File: config.mk
export PLATFORM = sky130hd
export DESIGN_NAME = rod_block_interlock_logic
export DESIGN_NICKNAME = d
export VERILOG_FILES = /design/src/rtl/rod_ilk_pkg.sv /design/src/rtl/seq_if.sv /design/src/rtl/seq_check.sv /design/src/rtl/rod_block_interlock_logic.sv
export SDC_FILE = /design/constraint.sdc
export NUM_CORES = 2
export LEC_CHECK = 0
export ABC_AREA = 0
export BUFFER_PORTS_ARGS = -buffer_cell sky130_fd_sc_hd__buf_2
export CAP_MARGIN = 20
export CORE_MARGIN = 2
export CORE_UTILIZATION = 43
export DETAILED_ROUTE_END_ITERATION = 7
export PLACE_DENSITY = 0.66
export SETUP_SLACK_MARGIN = 0.2
export SYNTH_ARGS = -nofsm -noshare
export SYNTH_HDL_FRONTEND = slang
export SYNTH_SLANG_ARGS = --single-unit
File: constraint.sdc
create_clock -name i_clk -period 32.6 [get_ports i_clk]
set_input_delay 4.89 -clock i_clk [delete_from_list [all_inputs] [get_ports i_clk]]
set_output_delay 4.89 -clock i_clk [all_outputs]
set_load 0.02 [all_outputs]
File: src/rtl/rod_ilk_pkg.sv
// Shared constants and types for the rod block interlock logic.
// Assumes positions in units of 0.1 mm and group bit 0 = group 1.
package rod_ilk_pkg;
   localparam int NGRP     = 10;
   localparam int POS_W    = 16;
   localparam int GRP_W    = 4;
   localparam int GANG_MAX = 26;
   localparam int RPS_DEP  = 64;

   // Positions and limits, 0.1 mm units
   localparam logic [POS_W-1:0] POS_LOW   = 16'h23B4; // 914.0 mm
   localparam logic [POS_W-1:0] SPREAD_A  = 16'h05B4; // 146.0 mm
   localparam logic [POS_W-1:0] SPREAD_B  = 16'h05B8; // 146.4 mm
   localparam logic [POS_W-1:0] GANG_MISS = 16'h017D; // 38.1 mm

   // Group masks
   localparam logic [NGRP-1:0] GRP_NONE = 10'h000;
   localparam logic [NGRP-1:0] GRP_ONE  = 10'h001;
   localparam logic [NGRP-1:0] M_G12    = 10'h003;
   localparam logic [NGRP-1:0] M_G34    = 10'h00C;
   localparam logic [NGRP-1:0] M_G14    = 10'h00F;
   localparam logic [NGRP-1:0] M_G56    = 10'h030;
   localparam logic [NGRP-1:0] M_G16    = 10'h03F;
   localparam logic [NGRP-1:0] M_G78    = 10'h0C0;
   localparam logic [NGRP-1:0] M_G910   = 10'h300;
   localparam logic [NGRP-1:0] M_G510   = 10'h3F0;
   localparam logic [NGRP-1:0] M_SEQ_A  = 10'h3CC;
   localparam logic [NGRP-1:0] M_SEQ_B  = 10'h3C3;
   localparam logic [GRP_W-1:0] GRP_BASE = 4'h1;

   // Block condition bit indices, per channel
   localparam int C_SRM_PERIOD = 0;
   localparam int C_SRM_DOWN   = 1;
   localparam int C_SRM_UP     = 2;
   localparam int C_SRM_INOP   = 3;
   localparam int C_APM_SETDN  = 4;
   localparam int C_APM_DOWN   = 5;
   localparam int C_APM_FLOW   = 6;
   localparam int C_APM_INOP   = 7;
   localparam int C_CHG_LOW    = 8;
   localparam int C_CHG_BYP    = 9;
   localparam int C_POS_TRBL   = 10;
   localparam int C_TLM_BLK    = 11;
   localparam int C_TLM_TRBL   = 12;
   localparam int C_MCM_BLK    = 13;
   localparam int C_MCM_INOP   = 14;
   localparam int C_SEQ_TRBL   = 15;
   localparam int C_RECIRC     = 16;
   localparam int C_REFUEL     = 17;
   localparam int C_SCRAM      = 18;
   localparam int C_ALT_INS    = 19;
   localparam int C_SEL_INS    = 20;
   localparam int COND_N       = 21;

   typedef enum logic [2:0] {
      MODE_MANUAL = 3'h1, MODE_SEMI = 3'h2, MODE_AUTO = 3'h4
   } rod_mode_t;
   typedef enum logic [2:0] {
      ORD_NONE = 3'h1, ORD_A = 3'h2, ORD_B = 3'h4
   } pull_ord_t;
   typedef enum logic [2:0] {
      OUT_NONE = 3'h1, OUT_78 = 3'h2, OUT_910 = 3'h4
   } outer_t;

   // Single-bit plant and operator inputs
   typedef struct packed {
      logic ppc_auto;
      logic pr_auto;
      logic auto_sw;
      logic semi_sw;
      logic manual_sw;
      logic key_a;
      logic key_b;
      logic shutdown;
      logic startup;
      logic run;
      logic refuel;
      logic below;
      logic gang;
      logic wd;
      logic rps_wr;
      logic rps_last;
   } flags_t;
endpackage : rod_ilk_pkg

File: src/rtl/seq_if.sv
// Carrier between the interlock top and the sequence checker.
// Assumes both ends run on the same clock.
`timescale 1ns/1ps
interface seq_if;
   import rod_ilk_pkg::*;
   logic [NGRP-1:0]            sel;
   logic [NGRP-1:0]            full_in;
   logic [NGRP-1:0]            full_out;
   logic [NGRP-1:0][POS_W-1:0] min_pos;
   logic [NGRP-1:0][POS_W-1:0] max_pos;
   logic                       wd;
   logic                       gang;
   logic                       below;
   logic                       startup;
   logic                       viol;
   modport src (output sel, full_in, full_out, min_pos, max_pos,
                output wd, gang, below, startup, input viol);
   modport chk (input sel, full_in, full_out, min_pos, max_pos,
                input wd, gang, below, startup, output viol);
endinterface : seq_if

File: src/rtl/seq_check.sv
// Ganged withdrawal sequence checker for groups 1 to 10.
// Assumes synchronised inputs; the violation flag is combinational.
`timescale 1ns/1ps
module seq_check (
   // Clock and reset
   input wire logic i_clk,
   input wire logic i_sys_rst,
   // Selection and positions in, violation out
   seq_if.chk       sq
);
   import rod_ilk_pkg::*;

   pull_ord_t       ord_r, ord_nxt;
   outer_t          out_r, out_nxt;
   logic [NGRP-1:0] lead_r, lead_nxt;
   logic [NGRP-1:0] low, high, wide_a, wide_b;

   // Group status decode
   wire [NGRP-1:0] moved   = ~sq.full_in;
   wire [NGRP-1:0] partial = ~sq.full_in & ~sq.full_out;
   wire [NGRP-1:0] done12  = sq.full_out & M_G12;
   wire [NGRP-1:0] done34  = sq.full_out & M_G34;
   wire            p12_part = (|done12) & (done12 != M_G12);
   wire            p34_part = (|done34) & (done34 != M_G34);
   wire            sel14   = |(sq.sel & M_G14);

   // Per-group spread and height checks
   for (genvar g = 0; g < NGRP; g++) begin : g_grp
      wire [POS_W-1:0] spr = sq.max_pos[g] - sq.min_pos[g];
      assign low[g]    = sq.min_pos[g] <= POS_LOW;
      assign high[g]   = sq.min_pos[g] >= POS_LOW;
      assign wide_a[g] = low[g] & (spr >= SPREAD_A);
      assign wide_b[g] = low[g] & (spr >= SPREAD_B);
   end

   // Individual restriction checks
   wire multi = |(sq.sel & (sq.sel - GRP_ONE));
   wire r4  = sq.gang & sel14 & ~(sq.startup & sq.below);
   wire r6  = sel14 & |(moved & M_G510);
   wire r7  = sel14 & |(partial & M_G14 & ~sq.sel);
   wire r8  = (|(sq.sel & M_G12) & p34_part)
            | (|(sq.sel & M_G34) & p12_part);
   wire r10 = sq.gang & |(sq.sel & ~M_G16);
   wire [NGRP-1:0] spr_bad = (ord_r == ORD_A) ? (wide_a & M_SEQ_A)
                           : (ord_r == ORD_B) ? (wide_b & M_SEQ_B)
                           : GRP_NONE;
   wire r11 = |(sq.sel & spr_bad);
   wire [NGRP-1:0] need = M_G56 | lead_r;
   wire clr13 = (high & need) == need;
   wire r13 = ~clr13 & (((out_r == OUT_78) & |(sq.sel & M_G910))
            | ((out_r == OUT_910) & |(sq.sel & M_G78)));

   // Below the setpoint every restriction applies except r4 in startup; two groups never
   assign sq.viol = multi | (sq.wd & r4)
                  | (sq.wd & sq.below & (r6 | r7 | r8 | r10 | r11 | r13));

   // Which pull order family is in use, from the first pair moved
   always_comb begin
      ord_nxt = ord_r;
      unique case (ord_r)
         ORD_NONE: begin
            if (|(moved & M_G12)) ord_nxt = ORD_A;
            else if (|(moved & M_G34)) ord_nxt = ORD_B;
         end
         ORD_A, ORD_B: begin
            if (!(|(moved & M_G14))) ord_nxt = ORD_NONE;
         end
      endcase
   end

   // Which outer pair moved first, and the group that led
   always_comb begin
      out_nxt  = out_r;
      lead_nxt = lead_r;
      unique case (out_r)
         OUT_NONE: begin
            if (|(moved & M_G78)) begin
               out_nxt  = OUT_78;
               lead_nxt = moved & M_G78;
            end else if (|(moved & M_G910)) begin
               out_nxt  = OUT_910;
               lead_nxt = moved & M_G910;
            end
         end
         OUT_78, OUT_910: begin
            if (!(|(moved & (M_G78 | M_G910)))) begin
               out_nxt  = OUT_NONE;
               lead_nxt = GRP_NONE;
            end
         end
      endcase
   end

   // State registers
   always_ff @(posedge i_clk or posedge i_sys_rst) begin
      if (i_sys_rst) begin
         ord_r  <= ORD_NONE;
         out_r  <= OUT_NONE;
         lead_r <= GRP_NONE;
      end else begin
         ord_r  <= ord_nxt;
         out_r  <= out_nxt;
         lead_r <= lead_nxt;
      end
   end
endmodule : seq_check

File: src/rtl/rod_block_interlock_logic.sv
// Rod block interlock: mode control, reference sequence, block outputs.
// Assumes all inputs are asynchronous to i_clk and held stable briefly.
`timescale 1ns/1ps
module rod_block_interlock_logic #(
   parameter int NROD = rod_ilk_pkg::GANG_MAX,
   parameter int RDEP = rod_ilk_pkg::RPS_DEP
) (
   // Clock and reset
   input  wire logic                        i_clk,
   input  wire logic                        i_sys_rst,
   // Operator and plant mode inputs
   input  wire logic                        i_ppc_auto,
   input  wire logic                        i_pr_auto,
   input  wire logic                        i_auto_sw,
   input  wire logic                        i_semi_sw,
   input  wire logic                        i_manual_sw,
   input  wire logic                        i_key_a,
   input  wire logic                        i_key_b,
   // Reactor mode and power
   input  wire logic                        i_mode_shutdown,
   input  wire logic                        i_mode_startup,
   input  wire logic                        i_mode_run,
   input  wire logic                        i_mode_refuel,
   input  wire logic                        i_below_low_power_setpoint,
   // Block conditions, channel A [0] and B [1]
   input  wire logic [1:0][rod_ilk_pkg::COND_N-1:0] i_cond,
   // Selection, with the active gang set already applied
   input  wire logic [rod_ilk_pkg::NGRP-1:0] i_sel_grp,
   input  wire logic [NROD-1:0]             i_sel_rods,
   input  wire logic                        i_gang_mode,
   input  wire logic                        i_withdraw_req,
   // Rod position data
   input  wire logic [rod_ilk_pkg::NGRP-1:0] i_grp_full_in,
   input  wire logic [rod_ilk_pkg::NGRP-1:0] i_grp_full_out,
   input  wire logic [rod_ilk_pkg::NGRP-1:0][rod_ilk_pkg::POS_W-1:0] i_grp_min_pos,
   input  wire logic [rod_ilk_pkg::NGRP-1:0][rod_ilk_pkg::POS_W-1:0] i_grp_max_pos,
   input  wire logic [rod_ilk_pkg::POS_W-1:0] i_gang_min_pos,
   input  wire logic [rod_ilk_pkg::POS_W-1:0] i_gang_max_pos,
   input  wire logic [NROD-1:0]             i_rod_sep,
   // Reference pull sequence load
   input  wire logic                        i_rps_wr,
   input  wire logic [rod_ilk_pkg::GRP_W-1:0] i_rps_grp,
   input  wire logic                        i_rps_last,
   // Block and status outputs
   output logic [NROD-1:0]                  o_rod_block,
   output logic                             o_all_block,
   output logic                             o_seq_block,
   output logic                             o_rps_alarm,
   output logic                             o_rps_load_done,
   output logic                             o_auto_active,
   output rod_ilk_pkg::rod_mode_t           o_mode
);
   import rod_ilk_pkg::*;
   localparam int RAW = $clog2(RDEP);

   // Synchroniser stages
   flags_t                     s1_f, s2_f;
   logic [1:0][COND_N-1:0]     s1_c, s2_c;
   logic [NGRP-1:0]            s1_sel, s2_sel, s1_fi, s2_fi, s1_fo, s2_fo;
   logic [NGRP-1:0][POS_W-1:0] s1_mn, s2_mn, s1_mx, s2_mx;
   logic [POS_W-1:0]           s1_gmn, s2_gmn, s1_gmx, s2_gmx;
   logic [NROD-1:0]            s1_rods, s2_rods, s1_sep, s2_sep;
   logic [GRP_W-1:0]           s1_rg, s2_rg;
   wire flags_t f_raw = {i_ppc_auto, i_pr_auto, i_auto_sw, i_semi_sw,
      i_manual_sw, i_key_a, i_key_b, i_mode_shutdown, i_mode_startup,
      i_mode_run, i_mode_refuel, i_below_low_power_setpoint, i_gang_mode,
      i_withdraw_req, i_rps_wr, i_rps_last};

   // State
   rod_mode_t        mode_r, mode_nxt;
   logic             auto_d_r, wr_d_r, exp_fo_d_r;
   logic             done_r;
   logic [RAW-1:0]   wptr_r, ptr_r, last_r;
   logic [GRP_W-1:0] rps_mem [RDEP];

   seq_if sq ();

   // Two-flop synchronisers on every outside input
   always_ff @(posedge i_clk or posedge i_sys_rst) begin
      if (i_sys_rst) begin
         {s1_f, s2_f, s1_c, s2_c, s1_sel, s2_sel} <= '0;
         {s1_fi, s2_fi, s1_fo, s2_fo, s1_mn, s2_mn} <= '0;
         {s1_mx, s2_mx, s1_gmn, s2_gmn, s1_gmx, s2_gmx} <= '0;
         {s1_rods, s2_rods, s1_sep, s2_sep, s1_rg, s2_rg} <= '0;
      end else begin
         {s1_f, s1_c, s1_sel, s1_fi, s1_fo} <= {f_raw, i_cond, i_sel_grp,
                                               i_grp_full_in, i_grp_full_out};
         {s1_mn, s1_mx, s1_gmn, s1_gmx} <= {i_grp_min_pos, i_grp_max_pos,
                                           i_gang_min_pos, i_gang_max_pos};
         {s1_rods, s1_sep, s1_rg} <= {i_sel_rods, i_rod_sep, i_rps_grp};
         {s2_f, s2_c, s2_sel, s2_fi, s2_fo} <= {s1_f, s1_c, s1_sel, s1_fi, s1_fo};
         {s2_mn, s2_mx, s2_gmn, s2_gmx} <= {s1_mn, s1_mx, s1_gmn, s1_gmx};
         {s2_rods, s2_sep, s2_rg} <= {s1_rods, s1_sep, s1_rg};
      end
   end

   // Sequence checker hookup; selection already mapped by gang set
   assign sq.sel      = s2_sel;
   assign sq.full_in  = s2_fi;
   assign sq.full_out = s2_fo;
   assign sq.min_pos  = s2_mn;
   assign sq.max_pos  = s2_mx;
   assign sq.wd       = s2_f.wd;
   assign sq.gang     = s2_f.gang;
   assign sq.below    = s2_f.below;
   assign sq.startup  = s2_f.startup;

   seq_check u_seq (
      .i_clk     (i_clk),
      .i_sys_rst (i_sys_rst),
      .sq        (sq.chk)
   );

   // Either channel raises a condition
   wire [COND_N-1:0] c = s2_c[0] | s2_c[1];
   wire run   = s2_f.run;
   wire below = s2_f.below;

   // Gang misalignment across members of the selected gang
   wire [POS_W-1:0] gspr = s2_gmx - s2_gmn;
   wire misalign = (s2_gmx > s2_gmn) & (gspr > GANG_MISS);

   // All-rod block sources, held while the source stands
   wire blk_nrun = ~run & (c[C_SRM_PERIOD] | c[C_SRM_DOWN] | c[C_SRM_UP]
                 | c[C_SRM_INOP] | c[C_APM_SETDN]);
   wire blk_run  = run & (c[C_APM_DOWN] | c[C_APM_FLOW]
                 | c[C_APM_INOP]);
   wire blk_ref  = s2_f.refuel & c[C_REFUEL];
   wire blk_hi   = ~below & (c[C_TLM_BLK] | c[C_TLM_TRBL]
                 | c[C_MCM_BLK] | c[C_MCM_INOP]);
   wire blk_lo   = below & c[C_SEQ_TRBL];
   wire blk_misc = s2_f.shutdown | c[C_CHG_LOW] | c[C_CHG_BYP]
                 | c[C_POS_TRBL] | c[C_SCRAM] | c[C_ALT_INS]
                 | c[C_SEL_INS] | c[C_RECIRC];
   wire all_nxt  = blk_nrun | blk_run | blk_ref | blk_hi | blk_lo
                 | blk_misc | misalign;

   // Reference pull sequence compare
   wire [GRP_W-1:0] exp_grp = rps_mem[ptr_r];
   wire [NGRP-1:0]  exp_sel = GRP_ONE << (exp_grp - GRP_BASE);
   wire exp_fo  = |(exp_sel & s2_fo);
   wire ref_on  = (mode_r == MODE_AUTO) | (mode_r == MODE_SEMI);
   wire rps_viol = ref_on & s2_f.wd & (|s2_sel)
                 & (~done_r | (s2_sel != exp_sel));
   wire seq_viol = sq.viol;

   // Per-rod block: all, own separation, or the selected gang
   wire [NROD-1:0] rod_nxt = {NROD{all_nxt}} | s2_sep
                   | (s2_rods & {NROD{seq_viol | rps_viol}});
   wire any_blk = all_nxt | (|s2_sep) | seq_viol | rps_viol;

   // Mode control
   wire auto_rise = s2_f.auto_sw & ~auto_d_r;
   // Plant side in auto and rod mode switch off manual
   wire auto_ok   = s2_f.ppc_auto & s2_f.pr_auto & ~s2_f.manual_sw;
   wire load_ok   = (mode_r == MODE_MANUAL) & s2_f.key_a & s2_f.key_b;
   wire wr_rise   = s2_f.rps_wr & ~wr_d_r;

   always_comb begin
      mode_nxt = mode_r;
      unique case (mode_r)
         MODE_MANUAL: begin
            if (auto_rise & auto_ok & ~any_blk) mode_nxt = MODE_AUTO;
            else if (s2_f.semi_sw & ~any_blk) mode_nxt = MODE_SEMI;
         end
         MODE_SEMI: begin
            if (s2_f.manual_sw | any_blk) mode_nxt = MODE_MANUAL;
            else if (auto_rise & auto_ok) mode_nxt = MODE_AUTO;
         end
         MODE_AUTO: begin
            if (~auto_ok | s2_f.manual_sw) mode_nxt = MODE_MANUAL;
            else if (any_blk) mode_nxt = MODE_MANUAL;
         end
      endcase
   end

   // Mode, edge detect and outputs; reset blocks everything
   always_ff @(posedge i_clk or posedge i_sys_rst) begin
      if (i_sys_rst) begin
         mode_r        <= MODE_MANUAL;
         o_mode        <= MODE_MANUAL;
         o_auto_active <= 1'b0;
         o_rod_block   <= '1;
         o_all_block   <= 1'b1;
         o_seq_block   <= 1'b1;
         o_rps_alarm   <= 1'b0;
         auto_d_r      <= 1'b0;
         wr_d_r        <= 1'b0;
         exp_fo_d_r    <= 1'b0;
      end else begin
         mode_r        <= mode_nxt;
         o_mode        <= mode_nxt;
         o_auto_active <= mode_nxt == MODE_AUTO;
         o_rod_block   <= rod_nxt;
         o_all_block   <= all_nxt;
         o_seq_block   <= seq_viol;
         o_rps_alarm   <= rps_viol;
         auto_d_r      <= s2_f.auto_sw;
         wr_d_r        <= s2_f.rps_wr;
         exp_fo_d_r    <= exp_fo;
      end
   end

   // Reference load pointers; any loss of permission aborts the load
   always_ff @(posedge i_clk or posedge i_sys_rst) begin
      if (i_sys_rst) begin
         done_r <= 1'b0;
         wptr_r <= '0;
         ptr_r  <= '0;
         last_r <= '0;
      end else if (!load_ok) begin
         wptr_r <= '0;
         if (exp_fo & ~exp_fo_d_r & (ptr_r != last_r))
            ptr_r <= ptr_r + 1'b1;
      end else if (wr_rise) begin
         done_r <= s2_f.rps_last;
         if (s2_f.rps_last) begin
            last_r <= wptr_r;
            wptr_r <= '0;
            ptr_r  <= '0;
         end else begin
            wptr_r <= wptr_r + 1'b1;
         end
      end
   end

   // Reference storage, written only while loading is permitted
   always_ff @(posedge i_clk) begin
      if (load_ok & wr_rise) rps_mem[wptr_r] <= s2_rg;
   end

   assign o_rps_load_done = done_r;
endmodule : rod_block_interlock_logic

* Word level (Yosys, flattened, before mapping)
Memories as Yosys holds them, arrays and structs flattened.
Cells that the tools add are included.
** Storage, ports and cells
- Register bits after elaboration :: 999
- Latch bits :: 0
- Bits in writable memories :: 256
- ROM bits :: 0
- Input bits :: 498
- Output and inout port bits :: 34
- Memories kept :: 1
** Operators by class
- Add/sub/neg operators :: 13
- Multipliers :: 0
- Div/mod/pow operators :: 0
- $lt $le $gt $ge :: 32
- Eq/ne operators :: 21
- Shifts and indexed selects :: 1
- Muxes and demuxes :: 30
- Bitwise operators :: 112
- Reductions and logical operators :: 29
** Memory list
- rps_mem :: depth 64, width 4, rd ports 1, clocked after Yosys merged registers in 0, wr ports 1, RTL line rod_block_interlock_logic.sv:74 : logic [GRP_W-1:0] rps_mem [RDEP];
** Operators with widths (number)
- $ge A16 B11 Y1 const B :: 12
- $ge A16 B14 Y1 const B :: 10
- $sub A16 B16 Y16 :: 9
- $le A16 B14 Y1 const B :: 8
- $or A26 B26 Y26 :: 2
- $mux W10 :: 5
- $reduce_or A10 Y1 :: 5
- $and A1 B1 Y1 :: 49
- $mux W6 :: 7
- $and A10 B10 Y10 :: 4
- $or A1 B1 Y1 :: 39
- $mux W3 :: 12
- $and A26 B26 Y26 :: 1
- $reduce_or A26 Y1 :: 1
- $reduce_or A2 Y1 :: 12
- $or A21 B21 Y21 :: 1
- $not A10 Y10 :: 2
- $pmux W10 S2 :: 1
- $gt A16 B16 Y1 :: 1
- $gt A16 B9 Y1 const B :: 1
- $reduce_or A4 Y1 :: 4
- $add A6 B1 Y6 const B :: 2
- $eq A3 B3 Y1 const B :: 4
- $pmux W3 S2 :: 2
- other kinds (21) :: 44

* Longest topological paths before layout
- Depth in word-level cells :: 21
- Depth in mapped cells :: 24

* Hierarchy
Synthesis repeated with hierarchy kept, for this count alone.
** Second synthesis, totals
- Cells, all modules :: 3130
- Area, all modules :: 47030.1 um^2
** By module, submodules not included
- rod_block_interlock_logic :: times used 1, cells an instance 1952, area an instance 39037.4 um^2, seq. area each 33923.8 um^2
- seq_check :: times used 1, cells an instance 1178, area an instance 7992.7 um^2, seq. area each 252.7 um^2

* Worst setup path after synthesis
Ideal clock, no wire load.
- Path type :: reg2out
- Start :: register mode_r[0] (netlist name)
- End :: output o_mode[0]
- Arrival :: 0.616 ns
- Setup slack :: 27.094 ns
- Stages on the path, launching flop included :: 1
- Buffers on the path :: 0
- Cells stage by stage :: dfstp_2
** RTL lines
- end, declared :: RTL line rod_block_interlock_logic.sv:51 : output rod_ilk_pkg::rod_mode_t o_mode

==> results.md <==
Synthesis:
- The synthesized design contains 1241 register bits.
- During synthesis, Yosys emitted a total of 0 warnings.
- The fraction of synthesis flops using an asynchronous set or reset pin is 79.4%.
- Sequential cells were found to cover 71.7% of the synthesized design area.
- The netlist area before placement is 45100 µm².
- The number of unique standard cell types used by synthesis is 91.
- Among all flip-flop cells after synthesis, the most frequent one is sky130_fd_sc_hd__dfrtp_1.
- After synthesis, the mean cell area works out to 14.8 µm².
- The synthesized net count is 3696.
- The number of flops mapped to enable cells by yosys is 256.
- After technology mapping, the gate count stands at 3051.

CTS:
- The tree is rooted in a sky130_fd_sc_hd__clkbuf_16.
- The count of hold-fix buffers inserted at cts is 0.
- The depth of the CTS H-tree is 3.
- The number of instances resized during post-cts repair is 0.
- The total setup buffers inserted after CTS is 0.
- The buffer levels on the longest clock path is 3.
- For this design, the sink count on the clock tree is 1241.
- The worst-skew pair later-pin latency is 0.72 ns.
- Clock-pin slew was measured on the worst setup and hold paths at 0.06 ns.
- TritonCTS built the clock tree.
- The number of buffers created by CTS is 120.

Setup path:
- The kind of cell with the highest combined delay on the critical path is buffers and inverters.
- The setup slack of the most critical reg-to-reg path is 26.69 ns.
- The critical register-to-register path startpoint is ptr_r[0].
- Walking the worst path, the cells encountered are buf_2 > clkinvlp_4 > buf_4 > buf_12 > buf_4 > buf_4 > buf_4 > buf_16.
- The largest fanout on the critical path is 142.
- STA classifies the critical path endpoint as an async pin.
- The worst endpoint data arrival time is 8.78 ns.
- The largest single stage delay on the critical path is 0.82 ns.
- The kind of start point of the critical path is an input port.
- The kind of critical path is input port to async pin.
- The buffering stage count on the worst path with inverters included is 8.
- The most frequent cell on the critical path is sky130_fd_sc_hd__buf_4.
- Counting cells, the worst reg-to-reg path comes to 14.
- For this design, the slowest cell found on the critical path is sky130_fd_sc_hd__buf_4.
- The worst register-to-register path ends at o_rod_block[11].
- At the worst endpoint, the required time is 33.45 ns.
- The critical path runs through a total of 8 cells.

Die:
- The floorplan row count is 118.
- The area of the placeable core is 104000 µm².
- The initial standard-cell utilization of the core is 43.5%.
- In this run the count of I/O pins placed on the die edge is 532.
- The overall die width is 328 µm.
- The y dimension of the die is 328 µm.
- The die area is 108000 µm².

Global routing:
- The number of global-route vias before repair is 27049.
- The global-route wire length before repair is 155 mm.
- Across every metal layer, demand over resource in global routing totals 19.0%.
- Entering global routing, the biggest net connects 156 pins.
- The number of antenna violations at the first check in global routing is 61.
- The total grt overflow is 0.

Timing:
- For the pin with the worst max-slew slack, the measured transition is 1.11 ns.
- On the final layout, the worst clock skew is 0.0314 ns.
- The maximum achievable frequency is 126 MHz.
- The sum of negative setup slack is 0 ns.
- In this run the tightest slew margin relative to its limit is 26.2%.
- The final max-slew violation count is 0.
- Setup repair after global routing left no endpoint under its margin.
- The worst path in the final design needs a cycle of 7.92 ns, including I/O delays and setup.
- The final critical path takes up 24.3% of the cycle.
- Setup violations remaining at the end of the flow were counted as 0.
- The number of hold violations in the final report is 0.

Routing:
- The detailed router finished its first iteration with 1695 violations.
- The final routed wirelength across all metal layers is 103 mm.
- After detailed routing, the number of remaining DRC violations is 0.
- The average wire per standard cell is 20.0 µm.
- The count of nets left with antenna violations once routing finished came out at 0.
- Dividing the detail-routed via count by the number of cells gives 5.15.
- For this run, the detailed router's first-pass iteration total came to 5.
- The total via count in the routed design is 26469.

Final layout:
- The fraction of layout cells with a size suffix above 1 is 22.4%.
- The layout has 8591 filler cells.
- Relative to the synthesized area, the layout overhead comes to 18.4%.
- At the end of the flow, the number of nets in the layout was 4279.
- Once layout is complete, the utilization of the core stands at 51.5%.
- The final design instance area without fill is 53400 µm².

Min path:
- In this run the worst hold path is classified as flop to flop.
- The startpoint of the most critical hold path is s1_mx[155].
- The hold path depth is 0.
- The capture endpoint of the worst hold path is s2_mx[155].

Placement:
- The last weighted congestion value of the routability-driven placer is 0.883.
- In this run the tool buffered the top-level ports with 495 buffer cells.
- The HPWL after detailed placement is 72.2 mm.
- The cell area after placement is 49200 µm².

Run status:
- The flow ran to the end, and the final reports show no timing, DRC or antenna violations.

Pwr:
- The leakage power figure is 23.1 nW.
- The overall power of the completed layout is 3.30 mW.
- IR analysis of the VDD net gives a maximum drop of 49.3 µV.
- The power per standard cell area is 61.8 nW/µm².

Run:
- The max-capacitance violation count is 0.
## cells in the mapped netlist, types with 25 or more instances
cell	number	share of area, %
sky130_fd_sc_hd__a31oi_1	26	0.36
sky130_fd_sc_hd__nand3_1	54	0.60
sky130_fd_sc_hd__a21oi_1	115	1.3
sky130_fd_sc_hd__inv_1	199	1.7
sky130_fd_sc_hd__mux4_2	29	1.4
sky130_fd_sc_hd__xor2_1	32	0.62
sky130_fd_sc_hd__nand4_1	30	0.42
sky130_fd_sc_hd__a21o_1	43	0.72
sky130_fd_sc_hd__ha_1	138	3.8
sky130_fd_sc_hd__o21ai_0	112	1.2
sky130_fd_sc_hd__clkbuf_1	31	0.26
sky130_fd_sc_hd__dfstp_2	31	1.8
sky130_fd_sc_hd__a211o_1	28	0.54
sky130_fd_sc_hd__edfxtp_1	256	17
sky130_fd_sc_hd__nor3_1	41	0.45
sky130_fd_sc_hd__nor4_1	28	0.39
sky130_fd_sc_hd__nand2_1	120	1.0
sky130_fd_sc_hd__mux2i_1	40	0.89
sky130_fd_sc_hd__nand2b_1	25	0.35
sky130_fd_sc_hd__dfrtp_1	954	53
sky130_fd_sc_hd__nor2_1	188	1.6
sky130_fd_sc_hd__nor2b_1	27	0.37
sky130_fd_sc_hd__xnor2_1	50	0.97
## report_power, final
group	internal [mW]	switching (mW)	leakage, nW
combinational	0.0886	0.124	7.30
sequential	1.64	0.0263	13.8
clock	0.833	0.588	2.03
## cell usage in the layout (no fill, tap or decap), types with 50 or more instances in the layout
cell	netlist	routed
sky130_fd_sc_hd__dfrtp_1	954	952
sky130_fd_sc_hd__nand2_1	120	120
sky130_fd_sc_hd__xnor2_1	50	50
sky130_fd_sc_hd__nand3_1	54	54
sky130_fd_sc_hd__ha_1	138	138
sky130_fd_sc_hd__buf_2	8	495
sky130_fd_sc_hd__o21ai_0	112	112
sky130_fd_sc_hd__nor2_1	188	188
sky130_fd_sc_hd__inv_1	199	198
sky130_fd_sc_hd__edfxtp_1	256	256
sky130_fd_sc_hd__a21oi_1	115	115
sky130_fd_sc_hd__clkbuf_16	0	122
## per-stage QoR
stage               cells  setup WS, ns  hold WS [ns]
floorplan            3051         14.17         0.331
global route         5135         23.98         0.344
detailed placement   4889         23.26         0.335
finish               5141         24.68         0.329
CTS                  5116         24.02         0.336
global placement     4888         23.35         0.331
## cells by family after synthesis
logic type / synth area share (%)
flops: 71.7
simple gates: 6.94
compound gates: 9.16
buf+inv: 2.56
fa+ha+maj: 4.25
mux: 3.76
xor+xnor: 1.59
## worst reg2reg max path, stage by stage (launching register included)
cell                        delay [ns]
sky130_fd_sc_hd__dfrtp_2          0.74
sky130_fd_sc_hd__buf_4            0.78
sky130_fd_sc_hd__mux4_2           0.68
sky130_fd_sc_hd__a22o_1           0.25
sky130_fd_sc_hd__a211oi_1         0.43
sky130_fd_sc_hd__a311o_1          0.29
sky130_fd_sc_hd__nand2b_1         0.11
sky130_fd_sc_hd__mux2i_1          0.56
sky130_fd_sc_hd__nand2_1          0.11
sky130_fd_sc_hd__a21o_1           0.22
sky130_fd_sc_hd__a2111oi_4        0.34
sky130_fd_sc_hd__a21oi_2          0.24
sky130_fd_sc_hd__or2_1            0.51
sky130_fd_sc_hd__buf_8            0.27
sky130_fd_sc_hd__a211o_1          0.31
## worst max path at each step
stage / endpoint / slack (ns) / startpoint
2_1_floorplan: auto_d_r / 14.17 / i_sys_rst
3_5_place_dp: s2_mn[19] / 23.26 / i_sys_rst
4_1_cts: s2_mx[17] / 24.02 / i_sys_rst
6_report: s2_mn[23] / 24.68 / i_sys_rst
5_1_grt: s1_mx[20] / 23.98 / i_sys_rst
3_3_place_gp: s2_mn[19] / 23.35 / i_sys_rst
## flip-flops by register name, summed over array words and instances (netlist names), 42 cells and up
register / cells
s1_mn: 156
s2_mn: 156
rps_mem: 256
s1_mx: 128
s2_c: 42
s2_mx: 128
s1_c: 42
## final cells by class
type	instances	area (µm²)	share of cell area, %
Sequential cell	1241	32400	60.6
Timing Repair Buffer	522	2770	5.19
Clock inverter	67	752	1.41
Clock buffer	160	3380	6.32
Inverter	199	751	1.41
Multi-Input combinational cell	1550	11600	21.7
Tap cell	1380	1730	3.23
Antenna cell	22	55.1	0.103
## routing by layer
layer,part of all wire [%],global-route usage [%]
met1,41,24.4
met2,47,30.2
met3,8.7,6.35
met4,3.1,6.57
met5,0.41,0
No activity file was read; power rests on OpenSTA's default activity.
